File: config.mk
export PLATFORM = sky130hd
export DESIGN_NAME = i2c_bus_interface
export DESIGN_NICKNAME = d
export VERILOG_FILES = /design/src/rtl/i2c_bus_pkg.sv /design/src/rtl/i2c_bus_interface.sv
export SDC_FILE = /design/constraint.sdc
export NUM_CORES = 1
export LEC_CHECK = 0
export BUFFER_PORTS_ARGS = -buffer_cell sky130_fd_sc_hd__buf_2
export CAP_MARGIN = 40
export CELL_PAD_IN_SITES_DETAIL_PLACEMENT = 1
export CELL_PAD_IN_SITES_GLOBAL_PLACEMENT = 1
export CORE_MARGIN = 2
export CORE_UTILIZATION = 43
export DETAILED_ROUTE_END_ITERATION = 6
export PLACE_DENSITY_LB_ADDON = 0.25
export SLEW_MARGIN = 20
export SYNTH_ARGS = -nofsm -noshare
export SYNTH_HDL_FRONTEND = slang
export SYNTH_SLANG_ARGS = --single-unit
File: constraint.sdc
create_clock -name clk_in -period 3.7 [get_ports clk_in]
set_input_delay 0.185 -clock clk_in [delete_from_list [all_inputs] [get_ports clk_in]]
set_output_delay 0.185 -clock clk_in [all_outputs]
set_load 0.01 [all_outputs]
File: src/rtl/i2c_bus_pkg.sv
`default_nettype none
package i2c_bus_pkg;
   // register byte offsets
   localparam logic [7:0] OFS_CTRL1 = 8'h00;
   localparam logic [7:0] OFS_CTRL2 = 8'h04;
   localparam logic [7:0] OFS_STAT = 8'h08;
   localparam logic [7:0] OFS_DATA = 8'h0c;
   localparam logic [7:0] OFS_OWN = 8'h10;
   localparam logic [7:0] OFS_DIV = 8'h14;
   localparam logic [7:0] OFS_IDLE = 8'h18;
   // field positions
   localparam int CTRL1_BPW = 5;
   localparam int CTRL1_NINTH = 4;
   localparam int CTRL2_CMD = 4;
   localparam int CTRL2_MODE = 2;
   // command, mode and reset codes
   localparam logic [3:0] CMD_START = 4'hf;
   localparam logic [3:0] CMD_STOP = 4'hd;
   localparam logic [1:0] MODE_BUS = 2'h2;
   localparam logic [1:0] SRST_ARM = 2'h2;
   localparam logic [1:0] SRST_FIRE = 2'h1;
   localparam logic [1:0] SRST_IDLE = 2'h0;
   localparam logic [3:0] FULL_WORD = 4'h8;
   // clock cycles per half bus clock at divider setting zero
   localparam int HALF_BASE_DEF = 8;

   typedef enum logic [2:0] {
      st_idle, st_start, st_run, st_stop_low, st_stop_rise
   } master_state_type;

   typedef struct packed {
      logic scl;
      logic sda;
   } pins_type;

   typedef struct packed {
      logic psel;
      logic penable;
      logic pwrite;
      logic [7:0] paddr;
      logic [31:0] pwdata;
   } apb_req_type;

   typedef struct packed {
      logic master_select, transmit_select, bus_busy_flag;
      logic pending_release_flag, al, aas, ad0, lrb;
      logic ninth_clock_enable, reset_done_monitor, armed;
      logic [2:0] bits_per_word, clock_divider_select;
      logic [1:0] interface_mode_select, soft_reset_code;
      logic format_select, prescaler_enable, idle_run_select;
      logic [6:0] own_slave_address;
      logic [7:0] shift;
      logic [3:0] cnt;
      logic first, match;
      master_state_type ms;
      logic [15:0] div;
      logic scl_oe, sda_oe, tirq, sirq;
   } core_type;

   localparam core_type CORE_RST = '{pending_release_flag: 1'b1,
      reset_done_monitor: 1'b1, ms: st_idle, default: '0};
endpackage : i2c_bus_pkg
`default_nettype wire

File: src/rtl/i2c_bus_interface.sv
`default_nettype none
// Notes on behaviour
// - code 10 then 01 fires internal reset
// - soft reset clears all but mode select
// - reset code returns to 00 by itself
// - reset done monitor readable in control one
// - data buffer: rx byte, tx byte, address
// - seven-bit own address recognises slave accesses
// - addressing format: direction bit sets transmit select
// - free format: all data, no address match
// - idle run select keeps block running idle
// - command 1111 while bus free starts
// - nine clocks, address out, release ninth
// - ninth fall: irq, release flag cleared, hold
// - master direction follows only after acknowledge
// - slave acks own address or general call
// - data write as transmitter clocks next word
// - data read as receiver clocks, acks word
// - one-bit read with line high, stop
// - data line caught at each clock rise
// - busy set on start, cleared on stop
module i2c_bus_interface #(
   parameter int HALF_BASE = i2c_bus_pkg::HALF_BASE_DEF
) (
   input wire logic clk_in,
   input wire logic nrst_in,
   input wire logic en_in,
   input wire logic idle_in,
   input wire i2c_bus_pkg::apb_req_type apb_in,
   output logic [31:0] prdata_out,
   output logic pready_out,
   output logic pslverr_out,
   input wire logic scl_in,
   input wire logic sda_in,
   output i2c_bus_pkg::pins_type bus_out,
   output i2c_bus_pkg::pins_type bus_oe_out,
   output logic transfer_irq_out,
   output logic stop_irq_out
);
   i2c_bus_pkg::core_type core_reg, core_next;
   logic scl_meta_reg, scl_sync_reg, scl_last_reg;
   logic sda_meta_reg, sda_sync_reg, sda_last_reg;
   logic pready_reg, pready_next, pslverr_reg, pslverr_next;
   logic [31:0] prdata_reg, prdata_next, wdat;
   logic rise, fall, start_det, stop_det, acc, wr, rd, run;
   logic txing, ackme, owned, done;
   logic [3:0] wl, total;
   logic [15:0] half;

   // half bus clock in system cycles for a divider setting
   function automatic logic [15:0] half_cycles(input logic [2:0] sel);
      return 16'(HALF_BASE) << sel;
   endfunction : half_cycles

   ////////////////////////////////////////////////////////////////////
   // pin synchronisers; only the second stage and later are read
   always_ff @(posedge clk_in) begin
      if (!nrst_in) begin
         scl_meta_reg <= 1'b1;
         scl_sync_reg <= 1'b1;
         scl_last_reg <= 1'b1;
         sda_meta_reg <= 1'b1;
         sda_sync_reg <= 1'b1;
         sda_last_reg <= 1'b1;
      end else if (en_in) begin
         scl_meta_reg <= scl_in;
         scl_sync_reg <= scl_meta_reg;
         scl_last_reg <= scl_sync_reg;
         sda_meta_reg <= sda_in;
         sda_sync_reg <= sda_meta_reg;
         sda_last_reg <= sda_sync_reg;
      end
   end

   // bus edges and conditions seen on the synchronised lines
   assign rise = scl_sync_reg & ~scl_last_reg;
   assign fall = ~scl_sync_reg & scl_last_reg;
   assign start_det = scl_sync_reg & scl_last_reg & sda_last_reg
      & ~sda_sync_reg;
   assign stop_det = scl_sync_reg & scl_last_reg & ~sda_last_reg
      & sda_sync_reg;

   ////////////////////////////////////////////////////////////////////
   // apb slave: one wait state, so read data is settled with pready
   assign acc = apb_in.psel & apb_in.penable & pready_reg;
   assign wr = acc & apb_in.pwrite;
   assign rd = acc & ~apb_in.pwrite;
   assign wdat = apb_in.pwdata;

   always_comb begin
      pready_next = apb_in.psel & apb_in.penable & ~pready_reg;
      prdata_next = prdata_reg;
      pslverr_next = pslverr_reg;
      if (pready_next) begin
         prdata_next = 32'h0;
         pslverr_next = 1'b0;
         unique case (apb_in.paddr)
            i2c_bus_pkg::OFS_CTRL1: prdata_next[7:0] = {
               core_reg.bits_per_word, core_reg.ninth_clock_enable,
               core_reg.reset_done_monitor,
               core_reg.clock_divider_select};
            i2c_bus_pkg::OFS_CTRL2: prdata_next[7:0] = {
               core_reg.master_select, core_reg.transmit_select,
               core_reg.bus_busy_flag, core_reg.pending_release_flag,
               core_reg.interface_mode_select,
               core_reg.soft_reset_code};
            i2c_bus_pkg::OFS_STAT: prdata_next[7:0] = {
               core_reg.master_select, core_reg.transmit_select,
               core_reg.bus_busy_flag, core_reg.pending_release_flag,
               core_reg.al, core_reg.aas, core_reg.ad0, core_reg.lrb};
            i2c_bus_pkg::OFS_DATA: prdata_next[7:0] = core_reg.shift;
            i2c_bus_pkg::OFS_OWN: prdata_next[7:0] = {
               core_reg.own_slave_address, core_reg.format_select};
            i2c_bus_pkg::OFS_DIV:
               prdata_next[0] = core_reg.prescaler_enable;
            i2c_bus_pkg::OFS_IDLE:
               prdata_next[0] = core_reg.idle_run_select;
            default: pslverr_next = 1'b1; // unmapped address
         endcase
      end
   end

   always_ff @(posedge clk_in) begin
      if (!nrst_in) begin
         pready_reg <= 1'b0;
         prdata_reg <= 32'h0;
         pslverr_reg <= 1'b0;
      end else if (en_in) begin
         pready_reg <= pready_next;
         prdata_reg <= prdata_next;
         pslverr_reg <= pslverr_next;
      end
   end

   ////////////////////////////////////////////////////////////////////
   // word framing helpers
   assign wl = (core_reg.bits_per_word == 3'h0) ? i2c_bus_pkg::FULL_WORD
      : {1'b0, core_reg.bits_per_word};
   assign total = core_reg.ninth_clock_enable ? wl + 4'h1 : wl;
   assign half = half_cycles(core_reg.clock_divider_select);
   assign run = (core_reg.interface_mode_select == i2c_bus_pkg::MODE_BUS)
      & (~idle_in | core_reg.idle_run_select);
   assign txing = core_reg.master_select
      ? (core_reg.first | core_reg.transmit_select)
      : (core_reg.transmit_select & core_reg.aas);
   assign ackme = core_reg.first ? core_reg.match
      : (~core_reg.transmit_select & (core_reg.master_select
      | core_reg.aas | core_reg.format_select));
   assign owned = core_reg.master_select | core_reg.aas | core_reg.match
      | core_reg.format_select;
   assign done = run & core_reg.bus_busy_flag & ~start_det & ~stop_det
      & fall & (core_reg.cnt == total);

   // register side effects, line drive, master sequencer, bus events
   always_comb begin
      core_next = core_reg;
      core_next.tirq = 1'b0;
      core_next.sirq = 1'b0;
      if (wr) begin
         unique case (apb_in.paddr)
            i2c_bus_pkg::OFS_CTRL1: begin
               core_next.bits_per_word = wdat[i2c_bus_pkg::CTRL1_BPW+:3];
               core_next.ninth_clock_enable =
                  wdat[i2c_bus_pkg::CTRL1_NINTH];
               core_next.clock_divider_select = wdat[2:0];
            end
            i2c_bus_pkg::OFS_CTRL2: begin
               core_next.al = 1'b0;
               core_next.interface_mode_select =
                  wdat[i2c_bus_pkg::CTRL2_MODE+:2];
               if (wdat[i2c_bus_pkg::CTRL2_CMD+:4] == i2c_bus_pkg::CMD_START
                  && !core_reg.bus_busy_flag) begin
                  core_next.master_select = 1'b1;
                  core_next.transmit_select = 1'b1;
                  core_next.pending_release_flag = 1'b1;
                  core_next.ms = i2c_bus_pkg::st_start;
                  core_next.div = 16'h0;
               end else if (wdat[i2c_bus_pkg::CTRL2_CMD+:4]
                  == i2c_bus_pkg::CMD_STOP && core_reg.bus_busy_flag
                  && core_reg.master_select) begin
                  core_next.ms = i2c_bus_pkg::st_stop_low;
                  core_next.div = 16'h0;
               end else begin
                  core_next.master_select = wdat[7];
                  core_next.transmit_select = wdat[6];
                  if (wdat[4])
                     core_next.pending_release_flag = 1'b1;
               end
               // two-step unlock keeps a stray write from resetting
               core_next.armed = 1'b0;
               core_next.soft_reset_code = i2c_bus_pkg::SRST_IDLE;
               if (wdat[1:0] == i2c_bus_pkg::SRST_ARM) begin
                  core_next.armed = 1'b1;
                  core_next.soft_reset_code = i2c_bus_pkg::SRST_ARM;
               end else if (wdat[1:0] == i2c_bus_pkg::SRST_FIRE
                  && core_reg.armed) begin
                  core_next.soft_reset_code = i2c_bus_pkg::SRST_FIRE;
                  core_next.reset_done_monitor = 1'b0;
               end
            end
            i2c_bus_pkg::OFS_DATA: begin
               core_next.shift = wdat[7:0];
               core_next.pending_release_flag = 1'b1;
               core_next.al = 1'b0;
               core_next.aas = 1'b0;
            end
            i2c_bus_pkg::OFS_OWN: begin
               core_next.own_slave_address = wdat[7:1];
               core_next.format_select = wdat[0];
            end
            i2c_bus_pkg::OFS_DIV: core_next.prescaler_enable = wdat[0];
            i2c_bus_pkg::OFS_IDLE: core_next.idle_run_select = wdat[0];
            default: ;
         endcase
      end
      if (rd && apb_in.paddr == i2c_bus_pkg::OFS_DATA) begin
         core_next.pending_release_flag = 1'b1;
         core_next.al = 1'b0;
         core_next.aas = 1'b0;
      end
      if (run) begin
         // data and acknowledge drive changes only while the clock is low
         core_next.scl_oe = ~core_reg.pending_release_flag
            & ~core_reg.master_select & core_reg.bus_busy_flag;
         if (!scl_sync_reg)
            core_next.sda_oe = core_reg.bus_busy_flag
               & ((core_reg.cnt < wl) ? (txing & ~core_reg.shift[7])
               : ((core_reg.cnt == wl) & core_reg.ninth_clock_enable
               & ackme));
         if (core_reg.prescaler_enable) begin
            unique case (core_reg.ms)
               i2c_bus_pkg::st_idle: ;
               i2c_bus_pkg::st_start: begin
                  core_next.scl_oe = 1'b0;
                  core_next.sda_oe = 1'b1;
                  core_next.div = core_reg.div + 16'h1;
                  if (core_reg.div >= half) begin
                     core_next.ms = i2c_bus_pkg::st_run;
                     core_next.scl_oe = 1'b1;
                     core_next.div = 16'h0;
                  end
               end
               i2c_bus_pkg::st_run: begin
                  core_next.scl_oe = core_reg.scl_oe;
                  core_next.div = core_reg.div + 16'h1;
                  if (core_reg.scl_oe) begin
                     // low time counts from the release flag being set
                     if (!core_reg.pending_release_flag)
                        core_next.div = 16'h0;
                     else if (core_reg.div >= half) begin
                        core_next.scl_oe = 1'b0;
                        core_next.div = 16'h0;
                     end
                  end else if (!scl_sync_reg)
                     core_next.div = 16'h0; // another party stretches
                  else if (core_reg.div >= half) begin
                     core_next.scl_oe = 1'b1;
                     core_next.div = 16'h0;
                  end
               end
               i2c_bus_pkg::st_stop_low: begin
                  core_next.scl_oe = 1'b1;
                  core_next.sda_oe = 1'b1;
                  core_next.div = core_reg.div + 16'h1;
                  if (core_reg.div >= half) begin
                     core_next.ms = i2c_bus_pkg::st_stop_rise;
                     core_next.scl_oe = 1'b0;
                     core_next.div = 16'h0;
                  end
               end
               i2c_bus_pkg::st_stop_rise: begin
                  core_next.scl_oe = 1'b0;
                  core_next.sda_oe = 1'b1;
                  if (scl_sync_reg)
                     core_next.div = core_reg.div + 16'h1;
                  if (core_reg.div >= half) begin
                     core_next.ms = i2c_bus_pkg::st_idle;
                     core_next.sda_oe = 1'b0;
                     core_next.div = 16'h0;
                  end
               end
               default: core_next.ms = i2c_bus_pkg::st_idle;
            endcase
         end
         if (start_det) begin
            core_next.bus_busy_flag = 1'b1;
            core_next.cnt = 4'h0;
            core_next.first = 1'b1;
            core_next.match = 1'b0;
            core_next.ad0 = 1'b0;
         end else if (stop_det) begin
            core_next.sirq = core_reg.bus_busy_flag;
            core_next.bus_busy_flag = 1'b0;
            core_next.master_select = 1'b0;
            core_next.transmit_select = 1'b0;
            core_next.ad0 = 1'b0;
            core_next.ms = i2c_bus_pkg::st_idle;
         end else if (core_reg.bus_busy_flag) begin
            if (rise) begin
               core_next.cnt = core_reg.cnt + 4'h1;
               core_next.lrb = sda_sync_reg;
               if (core_reg.cnt < wl) begin
                  core_next.shift = {core_reg.shift[6:0], sda_sync_reg};
                  // released high but read low: another master won
                  if (core_reg.master_select && txing
                     && core_reg.shift[7] && !sda_sync_reg) begin
                     core_next.al = 1'b1;
                     core_next.master_select = 1'b0;
                     core_next.transmit_select = 1'b0;
                  end
               end
            end
            if (fall && core_reg.cnt == wl)
               core_next.match = ~core_reg.master_select
                  & ~core_reg.format_select & core_reg.first
                  & ((core_reg.shift[7:1] == core_reg.own_slave_address)
                  | (core_reg.shift == 8'h0));
            if (done) begin
               core_next.cnt = 4'h0;
               core_next.first = 1'b0;
               if (owned) begin
                  core_next.tirq = 1'b1;
                  core_next.pending_release_flag = 1'b0;
               end
               if (core_reg.first && !core_reg.format_select) begin
                  if (core_reg.master_select) begin
                     if (!core_reg.lrb)
                        core_next.transmit_select = ~core_reg.shift[0];
                  end else if (core_reg.match) begin
                     core_next.transmit_select = core_reg.shift[0];
                     core_next.aas = 1'b1;
                     core_next.ad0 = (core_reg.shift == 8'h0);
                  end
               end else if (core_reg.first && !core_reg.master_select)
                  core_next.aas = 1'b1;
               if (!core_reg.master_select)
                  core_next.ms = i2c_bus_pkg::st_idle;
            end
         end
      end
      if (core_reg.interface_mode_select != i2c_bus_pkg::MODE_BUS) begin
         core_next.scl_oe = 1'b0;
         core_next.sda_oe = 1'b0;
      end
      // soft reset pulse: everything but the mode field, code back to 00
      if (!core_reg.reset_done_monitor) begin
         core_next = i2c_bus_pkg::CORE_RST;
         core_next.interface_mode_select = core_reg.interface_mode_select;
      end
   end

   always_ff @(posedge clk_in) begin
      if (!nrst_in)
         core_reg <= i2c_bus_pkg::CORE_RST;
      else if (en_in)
         core_reg <= core_next;
   end

   // open-drain pins only ever pull low
   assign bus_out = '0;
   assign bus_oe_out = '{scl: core_reg.scl_oe, sda: core_reg.sda_oe};
   assign transfer_irq_out = core_reg.tirq;
   assign stop_irq_out = core_reg.sirq;
   assign prdata_out = prdata_reg;
   assign pready_out = pready_reg;
   assign pslverr_out = pslverr_reg;
endmodule : i2c_bus_interface
`default_nettype wire

**Word level (Yosys, flattened, before mapping)**

Cells that the tools add are included.
W data, S select, Z words.

- Add/sub/neg operators: 3
- Multiply operators: 0
- Divide/modulo/power cells: 0
- Magnitude comparators: 2
- Equal/unequal tests: 44
- Shift-type cells: 1
- Multiplexer cells: 113
- Bitwise gates (word level): 51
- Reductions and logical operators: 37

Operator list:

| kind | count |
|---|---|
| $mux W19 | 5 |
| $mux W17 | 4 |
| $mux W68 | 1 |
| $pmux W17 S4 | 1 |
| $mux W12 | 5 |
| $mux W16 | 3 |
| $mux W1 | 46 |
| $mux W20 | 2 |
| $mux W37 | 1 |
| $pmux W7 S5 | 1 |
| $mux W2 | 17 |
| $mux W8 | 4 |
| $mux W31 | 1 |
| $and A1 B1 Y1 | 29 |
| $eq A8 B5 Y1 const B | 3 |
| $mux W3 | 8 |
| $mux W21 | 1 |
| $ne A2 B1 Y1 const B | 10 |
| $reduce_and A5 Y1 | 4 |
| $reduce_and A3 Y1 | 6 |
| $add A16 B1 Y16 const B | 1 |
| $eq A8 B4 Y1 const B | 2 |
| $ge A16 B16 Y1 | 1 |
| $logic_not A8 Y1 | 2 |
| 37 further kinds | 93 |

- Register bits: 84
- Bits in latches: 0
- RAM bits: 0
- Bits in read-only memories: 0
- Input bits: 49
- Output and inout port bits: 40
- Word-level logic and storage cells: 289
- Memories: 0

**Depth between registers and ports, before layout**

- Word-level depth: 19
- Mapped depth: 13
- Depth with buffers taken out: 12

**Least setup slack after synthesis**

OpenSTA, ideal clock, no wires.

- Path kind: register to register
- Start: reg core_reg[54] (netlist bit)
- End: reg core_reg[66] (netlist bit)
- Setup time: 0.120 ns
- Arrival time: 2.527 ns
- Required time: 3.580 ns
- Path slack: 1.052 ns
- Stages on the path, launching flop included: 13
- Path buffers: 0
- Period minus slack after synthesis: 2.648 ns
- Path through: dfxtp_1 > inv_1 > ha_1 > nor2b_1 > inv_2 > nand2_1 > ha_1 > nor2b_1 > o211ai_1 > nand4b_1 > or4_1 > a2bb2oi_1 > o41ai_1

- Cells in the longest elaborated chain, start to end: 14
- Elaborated cells between the ends (all ways): 19
- Classes of those cells: add/sub (1); order compare (1); eq/ne (1); mux (14); bitwise (1); reduce/logical (1)

Ends and longest elaborated chain:

| element | line | RTL |
|---|---|---|
| from (decl) | i2c_bus_interface.sv:40 | `i2c_bus_pkg::core_type core_reg, core_next;` |
| from (signal assigned) | i2c_bus_interface.sv:354 | `core_reg <= i2c_bus_pkg::CORE_RST;` |
| from (signal assigned) | i2c_bus_interface.sv:356 | `core_reg <= core_next;` |
| $logic_not A3 Y1 | i2c_bus_interface.sv:137 | `assign wl = (core_reg.bits_per_word == 3'h0) ? i2c_bus_pkg::FULL_WORD` |
| $mux W4 (*) | i2c_bus_interface.sv:137 |  |
| $lt A4 B4 Y1 | i2c_bus_interface.sv:302 | `if (core_reg.cnt < wl) begin` |
| $mux W2 | i2c_bus_interface.sv:302 |  |
| $mux W2 | i2c_bus_interface.sv:299 | `if (rise) begin` |
| $mux W1, on equally long branches | i2c_bus_interface.sv:329, i2c_bus_interface.sv:327 |  |
| $mux W1 | i2c_bus_interface.sv:326 | `if (core_reg.master_select) begin` |
| $mux W1 | i2c_bus_interface.sv:325 | `if (core_reg.first && !core_reg.format_select) begin` |
| $mux W1 (*) | i2c_bus_interface.sv:318 | `if (done) begin` |
| $mux W2 (*) | i2c_bus_interface.sv:298 | `end else if (core_reg.bus_busy_flag) begin` |
| $mux W2 (*) | i2c_bus_interface.sv:291 | `end else if (stop_det) begin` |
| $mux W2 (*) | i2c_bus_interface.sv:285 | `if (start_det) begin` |
| $mux W8 (*) | i2c_bus_interface.sv:221 | `if (run) begin` |
| $mux W68 (*) | i2c_bus_interface.sv:346 | `if (!core_reg.reset_done_monitor) begin` |

Every way passes the cells marked *; elsewhere a longest branch is shown, timed or not. The select of a mux whose other input is x is not followed.
A chain may end at the register's enable or synchronous reset.

**Worst setup path in the final report**

Ends and elaborated chain as after synthesis.

==> key figures <==
Logic synthesis
  • Share of the synthesized area in the top cell type: 29.6%
  • Sequential fraction of the synthesis area: 29.6%
  • Number of flops mapped to enable cells by yosys: 0
  • Synth area leaders: dfxtp_1 (30%), nand2_1 (5.2%), mux2i_1 (4.8%), ha_1 (3.7%), nor2b_1 (3.7%)
  • Syn avg cell area: 8.00 sq um
  • Distinct cells, synth: 77
  • Post-Syn Area: 5680 sq um
  • Share of flip-flops with an asynchronous set or reset: 0%
  • Mapped Cells: 710
  • Top_reg_cell synth: dfxtp_1
  • Yosys top cell by area: dfxtp_1
  • Syn. warnings: 0
  • Yosys reg bits: 84

Critical path
  • Slowest stage cell, crit path: or4_1
  • Worst Setup SP: core_reg[54]$_SDFFE_PN0P_
  • Critical Path RT: 3940 ps
  • Slowest cell delay on critical path: 510 ps
  • CP Launch Type: flop
  • Critical Path AT: 3360 ps
  • Critical path type: reg2reg
  • Crit Path Max Fanout: 18
  • R2R setup slack: 580 ps
  • Crit. End Element: flop
  • Reg-to-reg startpoint: core_reg[54]$_SDFFE_PN0P_
  • Crit-path cells: inv_1 > ha_1 > nor2b_1 > inv_2 > nand2_1 > ha_1 > nor2b_1 > o211ai_1 > nand4b_1 > buf_4 > or4_1 > a2bb2oi_1 > o41ai_1

Clock tree
  • Clk sinks: 84
  • Post-cts resize count: 0
  • H-tree depth: 3
  • Clock Latency Late Sink: 360 ps
  • CTS tree: yes
  • TritonCTS buffer count: 9
  • Post-CTS Hold Buffers: 0
  • Bufs on Longest Clock Path: 2
  • Reg clk slew, reported paths: 60 ps
  • CTS Root Cell: clkbuf_16
  • Setup Buffers After CTS: 0

Route
  • Starting DRT DRC Count: 426
  • # DRC: 0
  • Drt wl/cell: 21.0 um
  • Number of detailed-route iterations in the first pass: 5
  • Antenna-violating nets left: 0
  • Vias/cell: 6.22
  • DR vias: 5621
  • Total Routed Length: 19000 um

STA
  • Worst-Margin Slew: 856 ps
  • Fin worst setup slack: 580 ps
  • Period utilisation layout: 84.3%
  • Max Clock Freq: 320 MHz
  • Crit path time final: 3120 ps
  • Fin Clk Skew: 5.70 ps
  • RSZ-0062 raised after global routing: false
  • Setup-failing EPs final: 0
  • Final count of pins violating max slew: 0
  • Slew margin rel.: 42.7%
  • Final-report hold violation count: 0
  • Final setup TNS: 0 ps

Floorplan
  • Boundary pin count: 89
  • Core area: 12800 sq um
  • Width of the die: 119 um
  • Die area: 14100 sq um
  • Starting Density: 44.5%
  • Num rows: 41
  • Die H: 119 um

Global route
  • Largest net degree at the start of global routing: 51
  • Number of global-route vias before repair: 5637
  • Gr usage total: 27.4%
  • Initial antenna violation count: 0
  • Total grt overflow: 0
  • First-pass GRT wire length: 30700 um

Status
  • Status: finished, final reports clean

Power and ir drop
  • Leak: 2.46 nW
  • Maximum VDD drop: 0.280 mV
  • PD cells: 328 nW/um^2

Layout
  • Proportion of layout cells with a drive suffix above 1: 11.3%
  • Fin nets: 794
  • Commonest non-fill, non-tap cell in the layout: dfxtp_1
  • Multi-input combinational cell area: 3650 sq um
  • Synthesis-to-layout area growth: 9.60%
  • Fillers: 1570
  • Register area: 1680 sq um
  • Diode count: 0
  • Commonest non-fill, non-tap cells in the layout: dfxtp_1 (84), nand2_1 (78), buf_2 (38), nor2b_1 (34), nand3_1 (34)
  • Core Util, Final: 48.8%
  • Final std cells w/o fill: 904
  • Max reg flops: 64

Placed design
  • Post-Place Worst Slack: 608 ps
  • Hpwl dp: 14000 um
  • Dpl cells: 889
  • IO buf count: 38
  • Gpl congestion: 0.901

Hold path
  • Worst hold path type: in2reg
  • Hold_sp: scl_in

Run
  • Number of max-cap violations: 0
==> critical path, delay by kind of cell (launching register included) <==
family	cells	cell delay [ps]
AO/OA/AOI/OAI	3	470
flip-flops	1	370
buffers and inverters	3	480
AND/OR/NAND/NOR	5	1300
adder cells (fa/ha/maj)	2	380
==> final timing paths <==
check,to,depth (start not counted)
hold / removal,scl_meta_reg$_SDFFE_PN1P_,3
setup reg to reg,core_reg[66]$_SDFFE_PN0P_,13
setup / recovery,core_reg[66]$_SDFFE_PN0P_,13
hold reg to reg,prdata_out[0]$_SDFFE_PN0P_,2
==> layout make-up <==
type	count	share of cell area [%]
Tap cell	172	3.46
Multi-Input combinational cell	561	58.6
Timing Repair Buffer	51	4.62
Inverter	21	1.27
Sequential cell	84	27.0
Clock inverter	4	1.19
Clock buffer	11	3.90
==> cells in the mapped netlist (5+ instances only) <==
library cell,n
nor3_1,14
o41ai_1,5
and3_1,15
a21boi_1,8
o21ai_0,33
a22oi_1,14
nor2b_1,34
o211ai_1,6
a211oi_1,5
or3_1,6
a21oi_1,22
nor4_1,12
clkbuf_1,37
ha_1,17
nor3b_1,6
and4_1,6
nand4_1,13
nor2_1,29
nand2b_1,11
inv_1,19
nand2_1,78
a22o_1,8
a21o_1,6
dfxtp_1,84
mux2i_1,27
and2_1,5
buf_4,28
o21ai_1,12
nand3_1,34
xnor2_1,9
o31ai_1,8
xor2_1,8
a31oi_1,11
==> metrics by stage <==
step	total power [mW]	hold WS (ps)	cell area, sq um
after CTS	2.07	41.5	6230
after floorplan	1.04	313	5780
after detailed placement	1.07	418	5910
after global placement	1.07	403	5910
after global routing	2.11	61.0	6230
final	2.05	51.0	6230
==> metal layers <==
metal | vias to the layer above | wire (um) | track usage [%]
li1 | 2607 | - | -
met3 | 19 | 1310 | 6.75
met5 | - | 0 | 0
met4 | 0 | 219 | 6.25
met2 | 206 | 9090 | 44.7
met1 | 2789 | 8340 | 36.5
==> cell families (layout without fill, tap and decap cells) <==
group           after synthesis  after routing  share of synthesized area, %
simple gates                282            282                          26.3
xor+xnor                     17             17                          2.62
buf+inv                      90             87                          7.86
compound gates              187            187                          23.3
other cells                   1             26                        0.0660
flops                        84             84                          29.6
fa+ha+maj                    17             17                          3.74
mux                          32             32                          6.54
==> report_power, final <==
| group | internal [mW] | switching [mW] | total (mW) | leakage [nW] |
|---|---|---|---|---|
| combinational | 0.0407 | 0.0954 | 0.136 | 1.63 |
| sequential | 0.910 | 0.00682 | 0.917 | 0.678 |
| clock | 0.606 | 0.386 | 0.992 | 0.156 |
| total | 1.56 | 0.489 | 2.05 | 2.46 |
(Power assumes the default switching activity.)
